### src/rtl/dadc_regs.svh
// register offsets, field positions and counts of the dual converter control block
// assumes inclusion by bare name from the package and the design files
`ifndef DADC_REGS_SVH
`define DADC_REGS_SVH

// ------------------------------------------------------------
// apb register map
// ------------------------------------------------------------
`define DADC_OFF_CTRL 12'h000
`define DADC_OFF_CFG 12'h004
`define DADC_OFF_STAT 12'h008
`define DADC_OFF_GAIN 12'h00c
`define DADC_CTRL_SER_OFF 0
`define DADC_CTRL_LSB_FIRST 1
`define DADC_STAT_INCOMPLETE 0
`define DADC_STAT_BUSY 1
`define DADC_STAT_CNT_LSB 8
`define DADC_GAIN_B_LSB 8
`define DADC_CNT_W 8

// ------------------------------------------------------------
// serial frame layout (also used for the cfg read-back)
// ------------------------------------------------------------
`define DADC_FRM_W 16
`define DADC_FRM_LAST 5'h0f
`define DADC_FRM_GAIN_A_LSB 0
`define DADC_FRM_GAIN_B_LSB 5
`define DADC_FRM_OUTPUT_FORMAT_SELECT 10
`define DADC_FRM_MODE 11
`define DADC_FRM_SINGLE_BUS_SELECT 12
`define DADC_GAIN_W 5

// ------------------------------------------------------------
// converter data path
// ------------------------------------------------------------
`define DADC_WORD_W 10
`define DADC_STAGES 5
`define DADC_STAGE_BITS 2
`define DADC_PIPE_DEPTH 4
`define DADC_CHANS 2

`endif

### src/rtl/dadc_pkg.sv
// types shared by the dual converter control block
// assumes the register header is on the include path
`include "dadc_regs.svh"

package dadc_pkg;

  typedef enum logic [1:0] {
    DADC_SER_IDLE = 2'b00,
    DADC_SER_SHIFT = 2'b01,
    DADC_SER_WAIT = 2'b10,
    DADC_SER_DONE = 2'b11
  } dadc_ser_state_t;

  typedef struct packed {
    logic [`DADC_GAIN_W-1:0] gain_a;
    logic [`DADC_GAIN_W-1:0] gain_b;
    logic output_format_select;
    logic mode;
    logic single_bus_select;
  } dadc_cfg_t;

  typedef struct packed {
    logic sclk_q;
    logic sclk_p;
    logic cs_act_q;
    logic sdi_q;
    dadc_ser_state_t ser_state;
    logic [4:0] bit_cnt;
    logic [`DADC_FRM_W-1:0] shift;
    dadc_cfg_t cfg;
    logic ctrl_ser_off;
    logic ctrl_lsb_first;
    logic stat_incomplete;
    logic [`DADC_CNT_W-1:0] commit_cnt;
    logic pend;
    logic arm;
    logic [`DADC_GAIN_W-1:0] stage_a;
    logic [`DADC_GAIN_W-1:0] stage_b;
    logic [`DADC_GAIN_W-1:0] app_a;
    logic [`DADC_GAIN_W-1:0] app_b;
    logic ph;
    logic hold;
    logic [`DADC_WORD_W-1:0] bus_a;
    logic [`DADC_WORD_W-1:0] bus_b;
    logic [`DADC_WORD_W-1:0] held_b;
    logic out_clk;
    logic bus_is_b;
    logic pready;
    logic pslverr;
    logic [31:0] prdata;
  } dadc_state_t;

  typedef struct packed {
    logic [`DADC_PIPE_DEPTH-1:0][`DADC_WORD_W-1:0] dly;
  } dadc_pipe_state_t;

endpackage : dadc_pkg

### src/rtl/dadc_pipe.sv
// stage alignment and combination of one converter channel
// assumes i_raw carries the five 2-bit stage codes, stage 0 in the top bits
`include "dadc_regs.svh"

module dadc_pipe (
  input wire logic i_clk,
  input wire logic i_rstn,
  input wire logic i_sample,
  input wire logic [`DADC_WORD_W-1:0] i_raw,
  output logic [`DADC_WORD_W-1:0] o_word
);

  dadc_pkg::dadc_pipe_state_t st_r;
  dadc_pkg::dadc_pipe_state_t st_nxt;
  logic [`DADC_WORD_W-1:0] acc;
  logic [`DADC_WORD_W-1:0] src;
  logic [`DADC_STAGE_BITS-1:0] code;

  // ------------------------------------------------------------
  // stage k resolves k sample periods late: delay it by depth-k
  // ------------------------------------------------------------
  always_comb
  begin
    st_nxt = st_r;
    acc = '0;
    src = '0;
    code = '0;
    if (i_sample)
    begin
      st_nxt.dly[0] = i_raw;
      for (int j = 1; j < `DADC_PIPE_DEPTH; j++)
      begin
        st_nxt.dly[j] = st_r.dly[j-1];
      end
    end
    for (int k = 0; k < `DADC_STAGES - 1; k++)
    begin
      src = st_r.dly[`DADC_STAGES-2-k];
      code = src[`DADC_WORD_W-1-`DADC_STAGE_BITS*k -: `DADC_STAGE_BITS];
      acc = acc + (`DADC_WORD_W'(code) << (`DADC_STAGE_BITS * (`DADC_STAGES - 1 - k))); // RULE15
    end
    // last stage resolves in the current period: taken straight from the input
    code = i_raw[`DADC_STAGE_BITS-1:0];
    acc = acc + `DADC_WORD_W'(code); // RULE15
    o_word = acc;
  end

  always_ff @(posedge i_clk or negedge i_rstn)
  begin
    if (!i_rstn)
      st_r <= '0;
    else
      st_r <= st_nxt;
  end

endmodule : dadc_pipe

### src/rtl/dadc_ctrl.sv
// dual converter digital control: serial configuration write, gain resync,
// output timing options, output format and apb register access
// assumes all pins synchronous to i_clk; i_cnv_clk_en marks each input clock edge
`include "dadc_regs.svh"

// Behaviour
// (RULE1) mode0 dual bus: 80 MHz in, 40 out
// (RULE2) mode1 dual bus: 40 MHz in, 40 out
// (RULE3) single bus interleaves; out clock 40/80
// (RULE4) per-channel 40 MHz sample clock derived internally
// (RULE5) configuration register resets to all zeros
// (RULE6) commit at rise after 16th fall or deselect
// (RULE7) short frame aborted, register left unchanged
// (RULE8) gains applied on second sample-clock fall
// (RULE9) gain transfer crosses domains glitch free
// (RULE10) format, mode, bus select apply immediately
// (RULE11) format bit: 0 unsigned, 1 output_format_select complement
// (RULE12) independent 5-bit gain code per channel
// (RULE13) gain rises monotonically with code value
// (RULE14) both channels sampled at same instant
// (RULE15) five stages of two bits combined
// (RULE16) acquire while sample clock low, hold high
// (RULE17) dual bus latency 8 or 4 cycles
// (RULE18) single bus latency 8 and 9 cycles
// (RULE19) master selects early, data valid at falls
// (RULE20) frame field positions kept as named constants
// (RULE21) output_format_select complement by inverting msb
module dadc_ctrl (
  input wire logic i_clk,
  input wire logic i_rstn,
  input wire logic i_psel,
  input wire logic i_penable,
  input wire logic i_pwrite,
  input wire logic [11:0] i_paddr,
  input wire logic [31:0] i_pwdata,
  output logic [31:0] o_prdata,
  output logic o_pready,
  output logic o_pslverr,
  input wire logic i_sclk,
  input wire logic i_cs_n,
  input wire logic i_sdi,
  input wire logic i_cnv_clk_en,
  input wire logic [`DADC_WORD_W-1:0] i_raw_a,
  input wire logic [`DADC_WORD_W-1:0] i_raw_b,
  output logic [`DADC_WORD_W-1:0] o_bus_a,
  output logic [`DADC_WORD_W-1:0] o_bus_b,
  output logic o_output_data_clock,
  output logic o_bus_is_b,
  output logic o_sample_hold,
  output logic [`DADC_GAIN_W-1:0] o_gain_a,
  output logic [`DADC_GAIN_W-1:0] o_gain_b,
  output logic o_output_format_select,
  output logic o_mode,
  output logic o_single_bus_select
);

  dadc_pkg::dadc_state_t st_r;
  dadc_pkg::dadc_state_t st_nxt;
  logic [`DADC_CHANS-1:0][`DADC_WORD_W-1:0] raw_w;
  logic [`DADC_CHANS-1:0][`DADC_WORD_W-1:0] word_w;
  logic sclk_fall;
  logic sclk_rise;
  logic fast_w;
  logic samp_w;
  logic fall_w;
  logic apb_setup;
  logic apb_wr;
  logic [31:0] rd_w;
  logic rd_err_w;

  function automatic logic [`DADC_WORD_W-1:0] dadc_fmt(
    input logic [`DADC_WORD_W-1:0] w,
    input logic output_format_select
  );
    dadc_fmt = output_format_select ? {~w[`DADC_WORD_W-1], w[`DADC_WORD_W-2:0]} : w; // RULE11 RULE21
  endfunction : dadc_fmt

  // ------------------------------------------------------------
  // channel pipelines
  // ------------------------------------------------------------
  assign raw_w = {i_raw_b, i_raw_a};

  genvar ch;
  generate
    for (ch = 0; ch < `DADC_CHANS; ch++)
    begin : g_chan
      // one shared sample enable for both channels
      dadc_pipe u_pipe ( // RULE14
        .i_clk(i_clk),
        .i_rstn(i_rstn),
        .i_sample(samp_w),
        .i_raw(raw_w[ch]),
        .o_word(word_w[ch])
      );
    end
  endgenerate

  // ------------------------------------------------------------
  // event decode
  // ------------------------------------------------------------
  assign sclk_fall = st_r.sclk_p & ~st_r.sclk_q;
  assign sclk_rise = ~st_r.sclk_p & st_r.sclk_q;
  // only mode1 with dual bus runs from a 40 MHz input clock
  assign fast_w = ~(st_r.cfg.mode & ~st_r.cfg.single_bus_select); // RULE1 RULE2 RULE3
  // fast input clock is halved into the sample clock
  assign samp_w = i_cnv_clk_en & (~fast_w | ~st_r.ph); // RULE4
  assign fall_w = i_cnv_clk_en & (~fast_w | st_r.ph); // RULE4

  // ------------------------------------------------------------
  // apb read decode
  // ------------------------------------------------------------
  always_comb
  begin
    rd_w = '0;
    rd_err_w = 1'b0;
    if (i_paddr == `DADC_OFF_CTRL)
    begin
      rd_w[`DADC_CTRL_SER_OFF] = st_r.ctrl_ser_off;
      rd_w[`DADC_CTRL_LSB_FIRST] = st_r.ctrl_lsb_first;
    end
    else if (i_paddr == `DADC_OFF_CFG)
    begin
      rd_w[`DADC_FRM_GAIN_A_LSB +: `DADC_GAIN_W] = st_r.cfg.gain_a;
      rd_w[`DADC_FRM_GAIN_B_LSB +: `DADC_GAIN_W] = st_r.cfg.gain_b;
      rd_w[`DADC_FRM_OUTPUT_FORMAT_SELECT] = st_r.cfg.output_format_select;
      rd_w[`DADC_FRM_MODE] = st_r.cfg.mode;
      rd_w[`DADC_FRM_SINGLE_BUS_SELECT] = st_r.cfg.single_bus_select;
    end
    else if (i_paddr == `DADC_OFF_STAT)
    begin
      rd_w[`DADC_STAT_INCOMPLETE] = st_r.stat_incomplete;
      rd_w[`DADC_STAT_BUSY] = (st_r.ser_state != dadc_pkg::DADC_SER_IDLE);
      rd_w[`DADC_STAT_CNT_LSB +: `DADC_CNT_W] = st_r.commit_cnt;
    end
    else if (i_paddr == `DADC_OFF_GAIN)
    begin
      rd_w[0 +: `DADC_GAIN_W] = st_r.app_a;
      rd_w[`DADC_GAIN_B_LSB +: `DADC_GAIN_W] = st_r.app_b;
    end
    else
    begin
      rd_err_w = 1'b1;
    end
  end

  assign apb_setup = i_psel & ~i_penable;
  assign apb_wr = i_psel & i_penable & i_pwrite & st_r.pready & ~st_r.pslverr;

  // ------------------------------------------------------------
  // next state
  // ------------------------------------------------------------
  always_comb
  begin
    logic full;
    logic commit;
    logic [`DADC_FRM_W-1:0] sh_in;
    logic [`DADC_FRM_W-1:0] sh_v;
    logic [`DADC_WORD_W-1:0] fa;
    logic [`DADC_WORD_W-1:0] fb;
    full = 1'b0;
    commit = 1'b0;
    sh_in = '0;
    sh_v = '0;
    fa = '0;
    fb = '0;
    st_nxt = st_r;

    // bus slave: answer prepared during setup, ready in access
    st_nxt.pready = apb_setup;
    if (apb_setup)
    begin
      st_nxt.prdata = rd_w;
      st_nxt.pslverr = rd_err_w;
    end
    if (apb_wr && i_paddr == `DADC_OFF_CTRL)
    begin
      st_nxt.ctrl_ser_off = i_pwdata[`DADC_CTRL_SER_OFF];
      st_nxt.ctrl_lsb_first = i_pwdata[`DADC_CTRL_LSB_FIRST];
    end
    if (apb_wr && i_paddr == `DADC_OFF_STAT && i_pwdata[`DADC_STAT_INCOMPLETE])
    begin
      st_nxt.stat_incomplete = 1'b0;
    end

    // serial pin sampling
    st_nxt.sclk_q = i_sclk;
    st_nxt.sclk_p = st_r.sclk_q;
    st_nxt.cs_act_q = ~i_cs_n;
    st_nxt.sdi_q = i_sdi;
    // data bit taken at each falling serial clock edge of a frame, up to the 16th; later falls are ignored
    if (st_r.ctrl_lsb_first) // RULE19
      sh_in = {st_r.sdi_q, st_r.shift[`DADC_FRM_W-1:1]};
    else
      sh_in = {st_r.shift[`DADC_FRM_W-2:0], st_r.sdi_q};

    case (st_r.ser_state)
      dadc_pkg::DADC_SER_IDLE:
      begin
        if (st_r.cs_act_q && !st_r.ctrl_ser_off)
        begin
          st_nxt.ser_state = dadc_pkg::DADC_SER_SHIFT;
          st_nxt.bit_cnt = '0;
          if (sclk_fall)
          begin
            st_nxt.shift = sh_in;
            st_nxt.bit_cnt = 5'h01;
          end
        end
      end
      dadc_pkg::DADC_SER_SHIFT:
      begin
        if (sclk_fall)
        begin
          st_nxt.shift = sh_in;
          st_nxt.bit_cnt = st_r.bit_cnt + 5'h01;
          full = (st_r.bit_cnt == `DADC_FRM_LAST);
        end
        sh_v = st_nxt.shift;
        if (!st_r.cs_act_q)
        begin
          st_nxt.ser_state = dadc_pkg::DADC_SER_IDLE;
          if (full)
            commit = 1'b1; // RULE6
          else
            st_nxt.stat_incomplete = 1'b1; // RULE7
        end
        else if (full)
        begin
          st_nxt.ser_state = dadc_pkg::DADC_SER_WAIT;
        end
      end
      dadc_pkg::DADC_SER_WAIT:
      begin
        sh_v = st_r.shift;
        if (sclk_rise || !st_r.cs_act_q)
        begin
          commit = 1'b1; // RULE6
          if (st_r.cs_act_q)
            st_nxt.ser_state = dadc_pkg::DADC_SER_DONE;
          else
            st_nxt.ser_state = dadc_pkg::DADC_SER_IDLE;
        end
      end
      dadc_pkg::DADC_SER_DONE:
      begin
        // extra clocks after a committed frame are ignored
        if (!st_r.cs_act_q)
          st_nxt.ser_state = dadc_pkg::DADC_SER_IDLE;
      end
      default:
      begin
        st_nxt.ser_state = dadc_pkg::DADC_SER_IDLE;
      end
    endcase

    // gain resync: stage on first sample fall, apply on second
    if (fall_w && st_r.pend)
    begin
      st_nxt.stage_a = st_r.cfg.gain_a; // RULE9
      st_nxt.stage_b = st_r.cfg.gain_b; // RULE9
      st_nxt.pend = 1'b0;
      st_nxt.arm = 1'b1;
    end
    else if (fall_w && st_r.arm)
    begin
      st_nxt.app_a = st_r.stage_a; // RULE8
      st_nxt.app_b = st_r.stage_b; // RULE8
      st_nxt.arm = 1'b0;
    end

    if (commit)
    begin
      st_nxt.cfg.gain_a = sh_v[`DADC_FRM_GAIN_A_LSB +: `DADC_GAIN_W]; // RULE12 RULE20
      st_nxt.cfg.gain_b = sh_v[`DADC_FRM_GAIN_B_LSB +: `DADC_GAIN_W]; // RULE12 RULE20
      st_nxt.cfg.output_format_select = sh_v[`DADC_FRM_OUTPUT_FORMAT_SELECT]; // RULE10 RULE20
      st_nxt.cfg.mode = sh_v[`DADC_FRM_MODE]; // RULE10 RULE20
      st_nxt.cfg.single_bus_select = sh_v[`DADC_FRM_SINGLE_BUS_SELECT]; // RULE10 RULE20
      st_nxt.commit_cnt = st_r.commit_cnt + `DADC_CNT_W'(1);
      st_nxt.pend = 1'b1;
    end

    // sample clock phase: high holds, low acquires
    if (i_cnv_clk_en)
      st_nxt.ph = fast_w ? ~st_r.ph : 1'b0;
    st_nxt.hold = fast_w ? st_nxt.ph : i_cnv_clk_en; // RULE16

    // output buses
    fa = dadc_fmt(word_w[0], st_r.cfg.output_format_select);
    fb = dadc_fmt(word_w[1], st_r.cfg.output_format_select);
    if (samp_w)
    begin
      st_nxt.bus_a = fa; // RULE17 RULE18
      st_nxt.bus_is_b = 1'b0;
      if (st_r.cfg.single_bus_select)
      begin
        st_nxt.held_b = fb;
        st_nxt.bus_b = '0;
      end
      else
      begin
        st_nxt.bus_b = fb; // RULE17
      end
    end
    else if (fall_w && st_r.cfg.single_bus_select)
    begin
      // second channel one input clock after the first
      st_nxt.bus_a = st_r.held_b; // RULE3 RULE18
      st_nxt.bus_is_b = 1'b1;
    end

    // output clock: one pulse per input edge in mode1, else half rate
    if (st_r.cfg.mode)
      st_nxt.out_clk = i_cnv_clk_en; // RULE2 RULE3
    else if (samp_w)
      st_nxt.out_clk = 1'b1; // RULE1 RULE3
    else if (fall_w)
      st_nxt.out_clk = 1'b0;
  end

  // ------------------------------------------------------------
  // state register
  // ------------------------------------------------------------
  always_ff @(posedge i_clk or negedge i_rstn)
  begin
    if (!i_rstn)
      st_r <= '0; // RULE5
    else
      st_r <= st_nxt;
  end

  // ------------------------------------------------------------
  // outputs
  // ------------------------------------------------------------
  assign o_prdata = st_r.prdata;
  assign o_pready = st_r.pready;
  assign o_pslverr = st_r.pslverr;
  assign o_bus_a = st_r.bus_a;
  assign o_bus_b = st_r.bus_b;
  assign o_output_data_clock = st_r.out_clk;
  assign o_bus_is_b = st_r.bus_is_b;
  assign o_sample_hold = st_r.hold;
  // code passed unchanged; amplifier gain is monotonic in it
  assign o_gain_a = st_r.app_a; // RULE13
  assign o_gain_b = st_r.app_b; // RULE13
  assign o_output_format_select = st_r.cfg.output_format_select;
  assign o_mode = st_r.cfg.mode;
  assign o_single_bus_select = st_r.cfg.single_bus_select;

endmodule : dadc_ctrl

### config.mk
export PLATFORM = sky130hd
export DESIGN_NAME = dadc_ctrl
export DESIGN_NICKNAME = d
export VERILOG_FILES = /design/src/rtl/dadc_pkg.sv /design/src/rtl/dadc_pipe.sv /design/src/rtl/dadc_ctrl.sv
export VERILOG_INCLUDE_DIRS = /design/src /design/src/rtl
export SDC_FILE = /design/constraint.sdc
export NUM_CORES = 1
export LEC_CHECK = 0
export ABC_AREA = 1
export BUFFER_PORTS_ARGS = -buffer_cell sky130_fd_sc_hd__buf_4
export CORE_ASPECT_RATIO = 1.1
export CORE_MARGIN = 8
export CORE_UTILIZATION = 51
export DETAILED_ROUTE_END_ITERATION = 8
export GPL_TIMING_DRIVEN = 1
export PLACE_DENSITY = 0.77
export SLEW_MARGIN = 20
export SYNTH_ARGS = -nofsm -noshare
export SYNTH_HDL_FRONTEND = slang
export SYNTH_SLANG_ARGS = --single-unit
export TNS_END_PERCENT = 30
### constraint.sdc
create_clock -name i_clk -period 1.6 [get_ports i_clk]
set_input_delay 0.32 -clock i_clk [delete_from_list [all_inputs] [get_ports i_clk]]
set_output_delay 0.32 -clock i_clk [all_outputs]
set_load 0.005 [all_outputs]
Word-level counts from Yosys, hierarchy flattened
Index checks and enable logic that the tools add are counted.
Cells by class
  $add $sub $neg: 10
  eq/ne operators: 13
  mux-type cells: 55
  bitwise gates (word level): 22
  reductions and logical operators: 23
Operators with widths (number)
  $mux W10: 5
  $pmux W21 S2: 1
  $pmux W13 S2: 1
  $mux W1: 25
  $mux W5: 5
  $eq A12 B4 Y1 const B: 2
  $mux W23: 1
  $mux W21: 1
  $add A10 B2 Y10: 2
  $add A10 B4 Y10: 2
  $add A10 B6 Y10: 2
  $add A10 B8 Y10: 2
  $mux W17: 1
  $mux W16: 1
  $mux W14: 1
  $mux W2: 7
  $eq A12 B3 Y1 const B: 1
  $logic_not A12 Y1: 1
  $mux W3: 4
  $and A1 B1 Y1: 10
  $ne A2 B2 Y1 const B: 5
  $not A1 Y1: 10
  $reduce_bool A2 Y1: 5
  $add A8 B1 Y8 const B: 1
  16 further kinds: 27
Storage, ports and cells
  register bits: 205
  input port bits: 73
  output and inout port bits: 70
  logic and storage cells: 163

Depth between registers and ports, before layout
  depth after elaboration: 10
  gate-level depth with buffers: 11
  gate-level depth less buffers: 10

Hierarchy
A second synthesis with hierarchy kept.
Unflattened totals
  cell total of the unflattened synthesis: 971
  area total of the unflattened synthesis: 8047.7 µm²
By module, submodules not included
  dadc_ctrl: times used 1, cells an instance 781, area each 6363.6 µm², seq. area each 3128.0 µm²
  dadc_pipe: times used 2, cells an instance 95, area each 842.1 µm², seq. area each 500.5 µm²

Least setup slack after synthesis
OpenSTA, ideal clock, no wires.
  path kind: register to register
  start: register st_r[136] (netlist name)
  end: register st_r[116] (netlist name)
  library setup time: 0.118 ns
  arrival: 1.434 ns
  required time: 1.482 ns
  path slack: 0.048 ns
  stages on the path, launching flop included: 10
  buffers on the path: 2
  period minus slack after synthesis: 1.552 ns
  path through: dfrtp_1 > inv_1 > ha_1 > buf_2 > inv_1 > o21ai_2 > nand2_1 > buf_2 > nand2_1 > nand2_1
Between the ends
  longest elaborated chain between the ends: 3
  elaborated cells on any way between the ends: 7
  classes of those cells: 3 x eq/ne; 1 x mux; 3 x reduce/logical
Ends and longest elaborated chain
  start: declaration: RTL line dadc_ctrl.sv:57  | dadc_pkg::dadc_state_t st_r;
  start signal: assignment: RTL line dadc_ctrl.sv:328  | st_r <= st_nxt;
  $logic_not A2 Y1 / $eq A2 B1 Y1 (equally long branches): RTL line dadc_ctrl.sv:196  | case (st_r.ser_state)
  $ne A2 B2 Y1 (no source line) / $reduce_bool A2 Y1 (equally long branches)
  $reduce_and A3 Y1 (no source line)
Parallel ways exist; a longest one is shown, timed or not.
A chain may end at the register's enable or synchronous reset.

Worst setup path after layout
  start: register st_r[130] (netlist name)
  end: register st_r[92] (netlist name)
Between the ends
  longest elaborated chain between the ends: 6
Ends and longest elaborated chain
  $eq A5 B4 Y1 (no source line)
  $mux W1: RTL line dadc_ctrl.sv:212  | if (sclk_fall)
  $mux W1: RTL line dadc_ctrl.sv:196
  $mux W1: RTL line dadc_ctrl.sv:222  | if (full)
  $mux W1: RTL line dadc_ctrl.sv:219  | if (!st_r.cs_act_q)
  $pmux W1 S2: RTL line dadc_ctrl.sv:196
No other way between the ends. The select of a mux whose other input is x is not followed.

==> results.ini <==
[placement]
place_ws_ps=0.812
place_inst=1229
io_buffers=96
dp.final_hpwl_um=12800
place_congestion=0.852

[critical_path]
rr_startpoint=st_r[130]$_DFFE_PN0P_
critPathBufInv=1
crit_family=simple AND/OR/NAND/NOR gates
crit_type=reg2reg
critPathMaxStageDelay_ps=360
worstPathMaxFanout=12
worst-path-stages=10
cp.arrival_ps=2030
r2r_end=st_r[92]$_DFFE_PN0P_
worst_path_max_delay_cell=dfrtp_1
crit_chain=ha_2, nand2_2, nor2_2, ha_2, nand2_4, o22ai_4, nand2_4, clkbuf_16, nand2_1, o21ai_1
end_kind=register
cp.required_ps=1910
rrSetupSlack_ps=-130
r2r_cells=10
critPathLaunchType=register

[drt]
via_count=6567
wirelength_um=18800
first_iter_violations=557
viasPerCell=5.19
wire_per_inst_um=14.9
ant_nets=0
drc=0
first_pass_iters=5

[global_route]
grt_pass1_vias=6465
antenna_found_initial=0
grt_max_degree=43
grt_pass1_wl_um=31000
grtUsageTotal_pct=19.0
grt-ovfl-total=0

[run]
maxCapViolCount=0

[pwr]
seqPwrFrac_pct=41.3
powerDensity_nw_per_um2=1450
power.internal_uw=9580
vdd_drop_max_v=0.000750
p_leak_uw=0.00490
pwr-share-comb_pct=25.7
p_sw_share_pct=31.1
p_clk_share_pct=33.0
power_switching_uw=4320

[timing]
fmax_mhz=578
hold-worst-slack_ps=43.7
relSlewSlack_pct=57.2
worst_slack_ps=-129
drv_slew=0
timing.final.crit_period_ps=1730
rsz0062_at_grt=true
tns_ps=-1670
skew_ps=7.18
hold_viol_final=0
tightestPinTransition_ps=641
setup_viol=22
fin_crit_sh_pct=108

[synth]
ys_seq_area_share_pct=51.6
yosysWarnings=0
ys_seq_elements=165
yosys.area.top_type=dfrtp_1
synth_compound_area_share_pct=9.69
synth.area.mux_share_pct=0
synth_edf_count=0
synth_top_family_by_area=simple AND/OR/NAND/NOR gates
synth_ff_type=dfrtp_1
synth.most_common_cell=nand2_1
synth.distinct_cells=32
synth-adder-area-share_pct=1.09
synth-xor-area-share_pct=0.875
synthCells=985
synthTopCellsByArea=dfrtp_1 (52%), nand2_1 (16%), buf_4 (6.1%)
synth_common_cells=nand2_1 (331), dfrtp_1 (165), nand3_1 (96), inv_1 (79), buf_4 (65)
syn_area_per_cell_sq_um=8.13
netlist_area_sq_um=8010
async_flop_share_pct=100
synth_top_area_share_pct=51.6
synthSimpleGateAreaFrac_pct=24.3

[layout]
fillers=1275
syn_to_final_growth_pct=20.1
stdcell_count=1266
drive_gt1_share_pct=20.1
final_util_pct=61.8
antenna_cells=0
fin_nets=1134

[hold_path]
hp-start=i_cs_n
min_path_cells=2
hold_path.class=in2reg
min_to=st_r[138]$_DFF_PN0_

[die]
core_region_area_sq_um=15600
fp-row-count=48
dieArea_sq_um=20000
io_pins=143
die_width_um=135
die_h_um=147
initial_core_util_pct=51.5

[cts]
clkLatencyLatePin_ps=420
clock_tree.buffer_depth=2
cts.sinks=165
cts.clk_slew.worst_paths_ps=60
cts_tree=done
clock-root-buffer=clkbuf_16
cts_setup_buffers=0
h-tree-depth=4
numCtsBuffers=17

[outcome]
status=finished, violations left
violations=negative setup slack

## how the worst max path moves through the flow
stage | startpoint | to
6_report | st_r[130]$_DFFE_PN0P_ | st_r[92]$_DFFE_PN0P_
5_1_grt | st_r[130]$_DFFE_PN0P_ | st_r[92]$_DFFE_PN0P_
2_1_floorplan | st_r[136]$_DFFE_PN0P_ | st_r[116]$_DFFE_PN0P_
4_1_cts | st_r[130]$_DFFE_PN0P_ | o_single_bus_select$_DFFE_PN0P_
3_5_place_dp | st_r[130]$_DFFE_PN0P_ | o_single_bus_select$_DFFE_PN0P_
3_3_place_gp | st_r[130]$_DFFE_PN0P_ | o_single_bus_select$_DFFE_PN0P_
## flip-flops by register name (all words and copies together) (netlist names), 5 cells and up
register	count
g_chan.u_pipe.src	16
g_chan.u_pipe.st_r	24
o_bus_a	10
o_bus_b	10
o_gain_a	5
o_gain_b	5
o_prdata	16
st_r	70
## power groups by stage
stage                     Sequential [uW]  Combinational, uW  Clock (uW)
final                                5750               3570        4590
after global routing                 5860               3990        4810
after CTS                            5730               3420        4630
after detailed placement             5790               3370           0
after global placement               5740               3280           0
after floorplan                      5620               2400           0
## cells in the final DEF (no fill, tap or decap), types with 2 or more instances in the layout
master	instances
o211ai_1	4
clkinv_2	2
a21oi_1	11
nor2_2	3
dfrtp_1	165
o21ai_0	58
xnor2_1	5
dlygate4sd3_1	3
a31oi_1	2
ha_2	2
bufinv_16	6
o21ai_1	49
conb_1	16
or2_2	9
o31ai_1	13
ha_1	3
clkinvlp_4	3
xor2_1	3
nand2_1	317
nor2_1	25
buf_6	4
ha_4	2
buf_4	126
clkbuf_16	19
inv_1	77
nand2_4	5
nor2_4	2
nor3_1	2
inv_2	5
buf_12	7
o21ai_2	2
nand2_2	11
nand3_1	96
## logic make-up (layout without fill, tap and decap cells)
family	after synthesis	after routing
AND/OR/NAND/NOR	472	472
buffers and inverters	190	256
flip-flops	165	165
AO/OA/AOI/OAI	142	142
XOR/XNOR	8	8
adder cells (fa/ha/maj)	7	7
other	1	16
## routing by layer
metal,global-route usage [%],part of all wire (%),vias up
li1,-,-,3202
met1,23.1,41,3169
met2,32.7,52,173
met3,3.90,5.2,23
met4,6.61,1.5,0
met5,0,0,-
## through the flow
stage / area, sq um / total power, uW
global route: 9610 / 14700
CTS: 9430 / 13800
global placement: 8740 / 9030
detailed placement: 8740 / 9160
floorplan: 8060 / 8020
finish: 9610 / 13900
## cell type report
class / count / area [sq um] / share of cell area, %
clock inverters: 13 / 230 / 2.40
inverters: 83 / 314 / 3.27
clock buffers: 18 / 429 / 4.46
repair buffers: 142 / 1210 / 12.6
multi-input cells: 645 / 3050 / 31.7
flip-flops and latches: 165 / 4130 / 43.0
well taps: 200 / 250 / 2.60
## repair_timing
| item | 4_1_cts | 5_1_grt |
|---|---|---|
| hold endpoints to repair | 32 | 0 |
| resized for setup | 0 | 37 |
| endpoints found under the setup margin | 21 | 59 |
| hold buffers | 3 | 0 |
| pin swaps | 0 | 5 |
| gates cloned | 0 | 3 |
(Power assumes the default switching activity.)
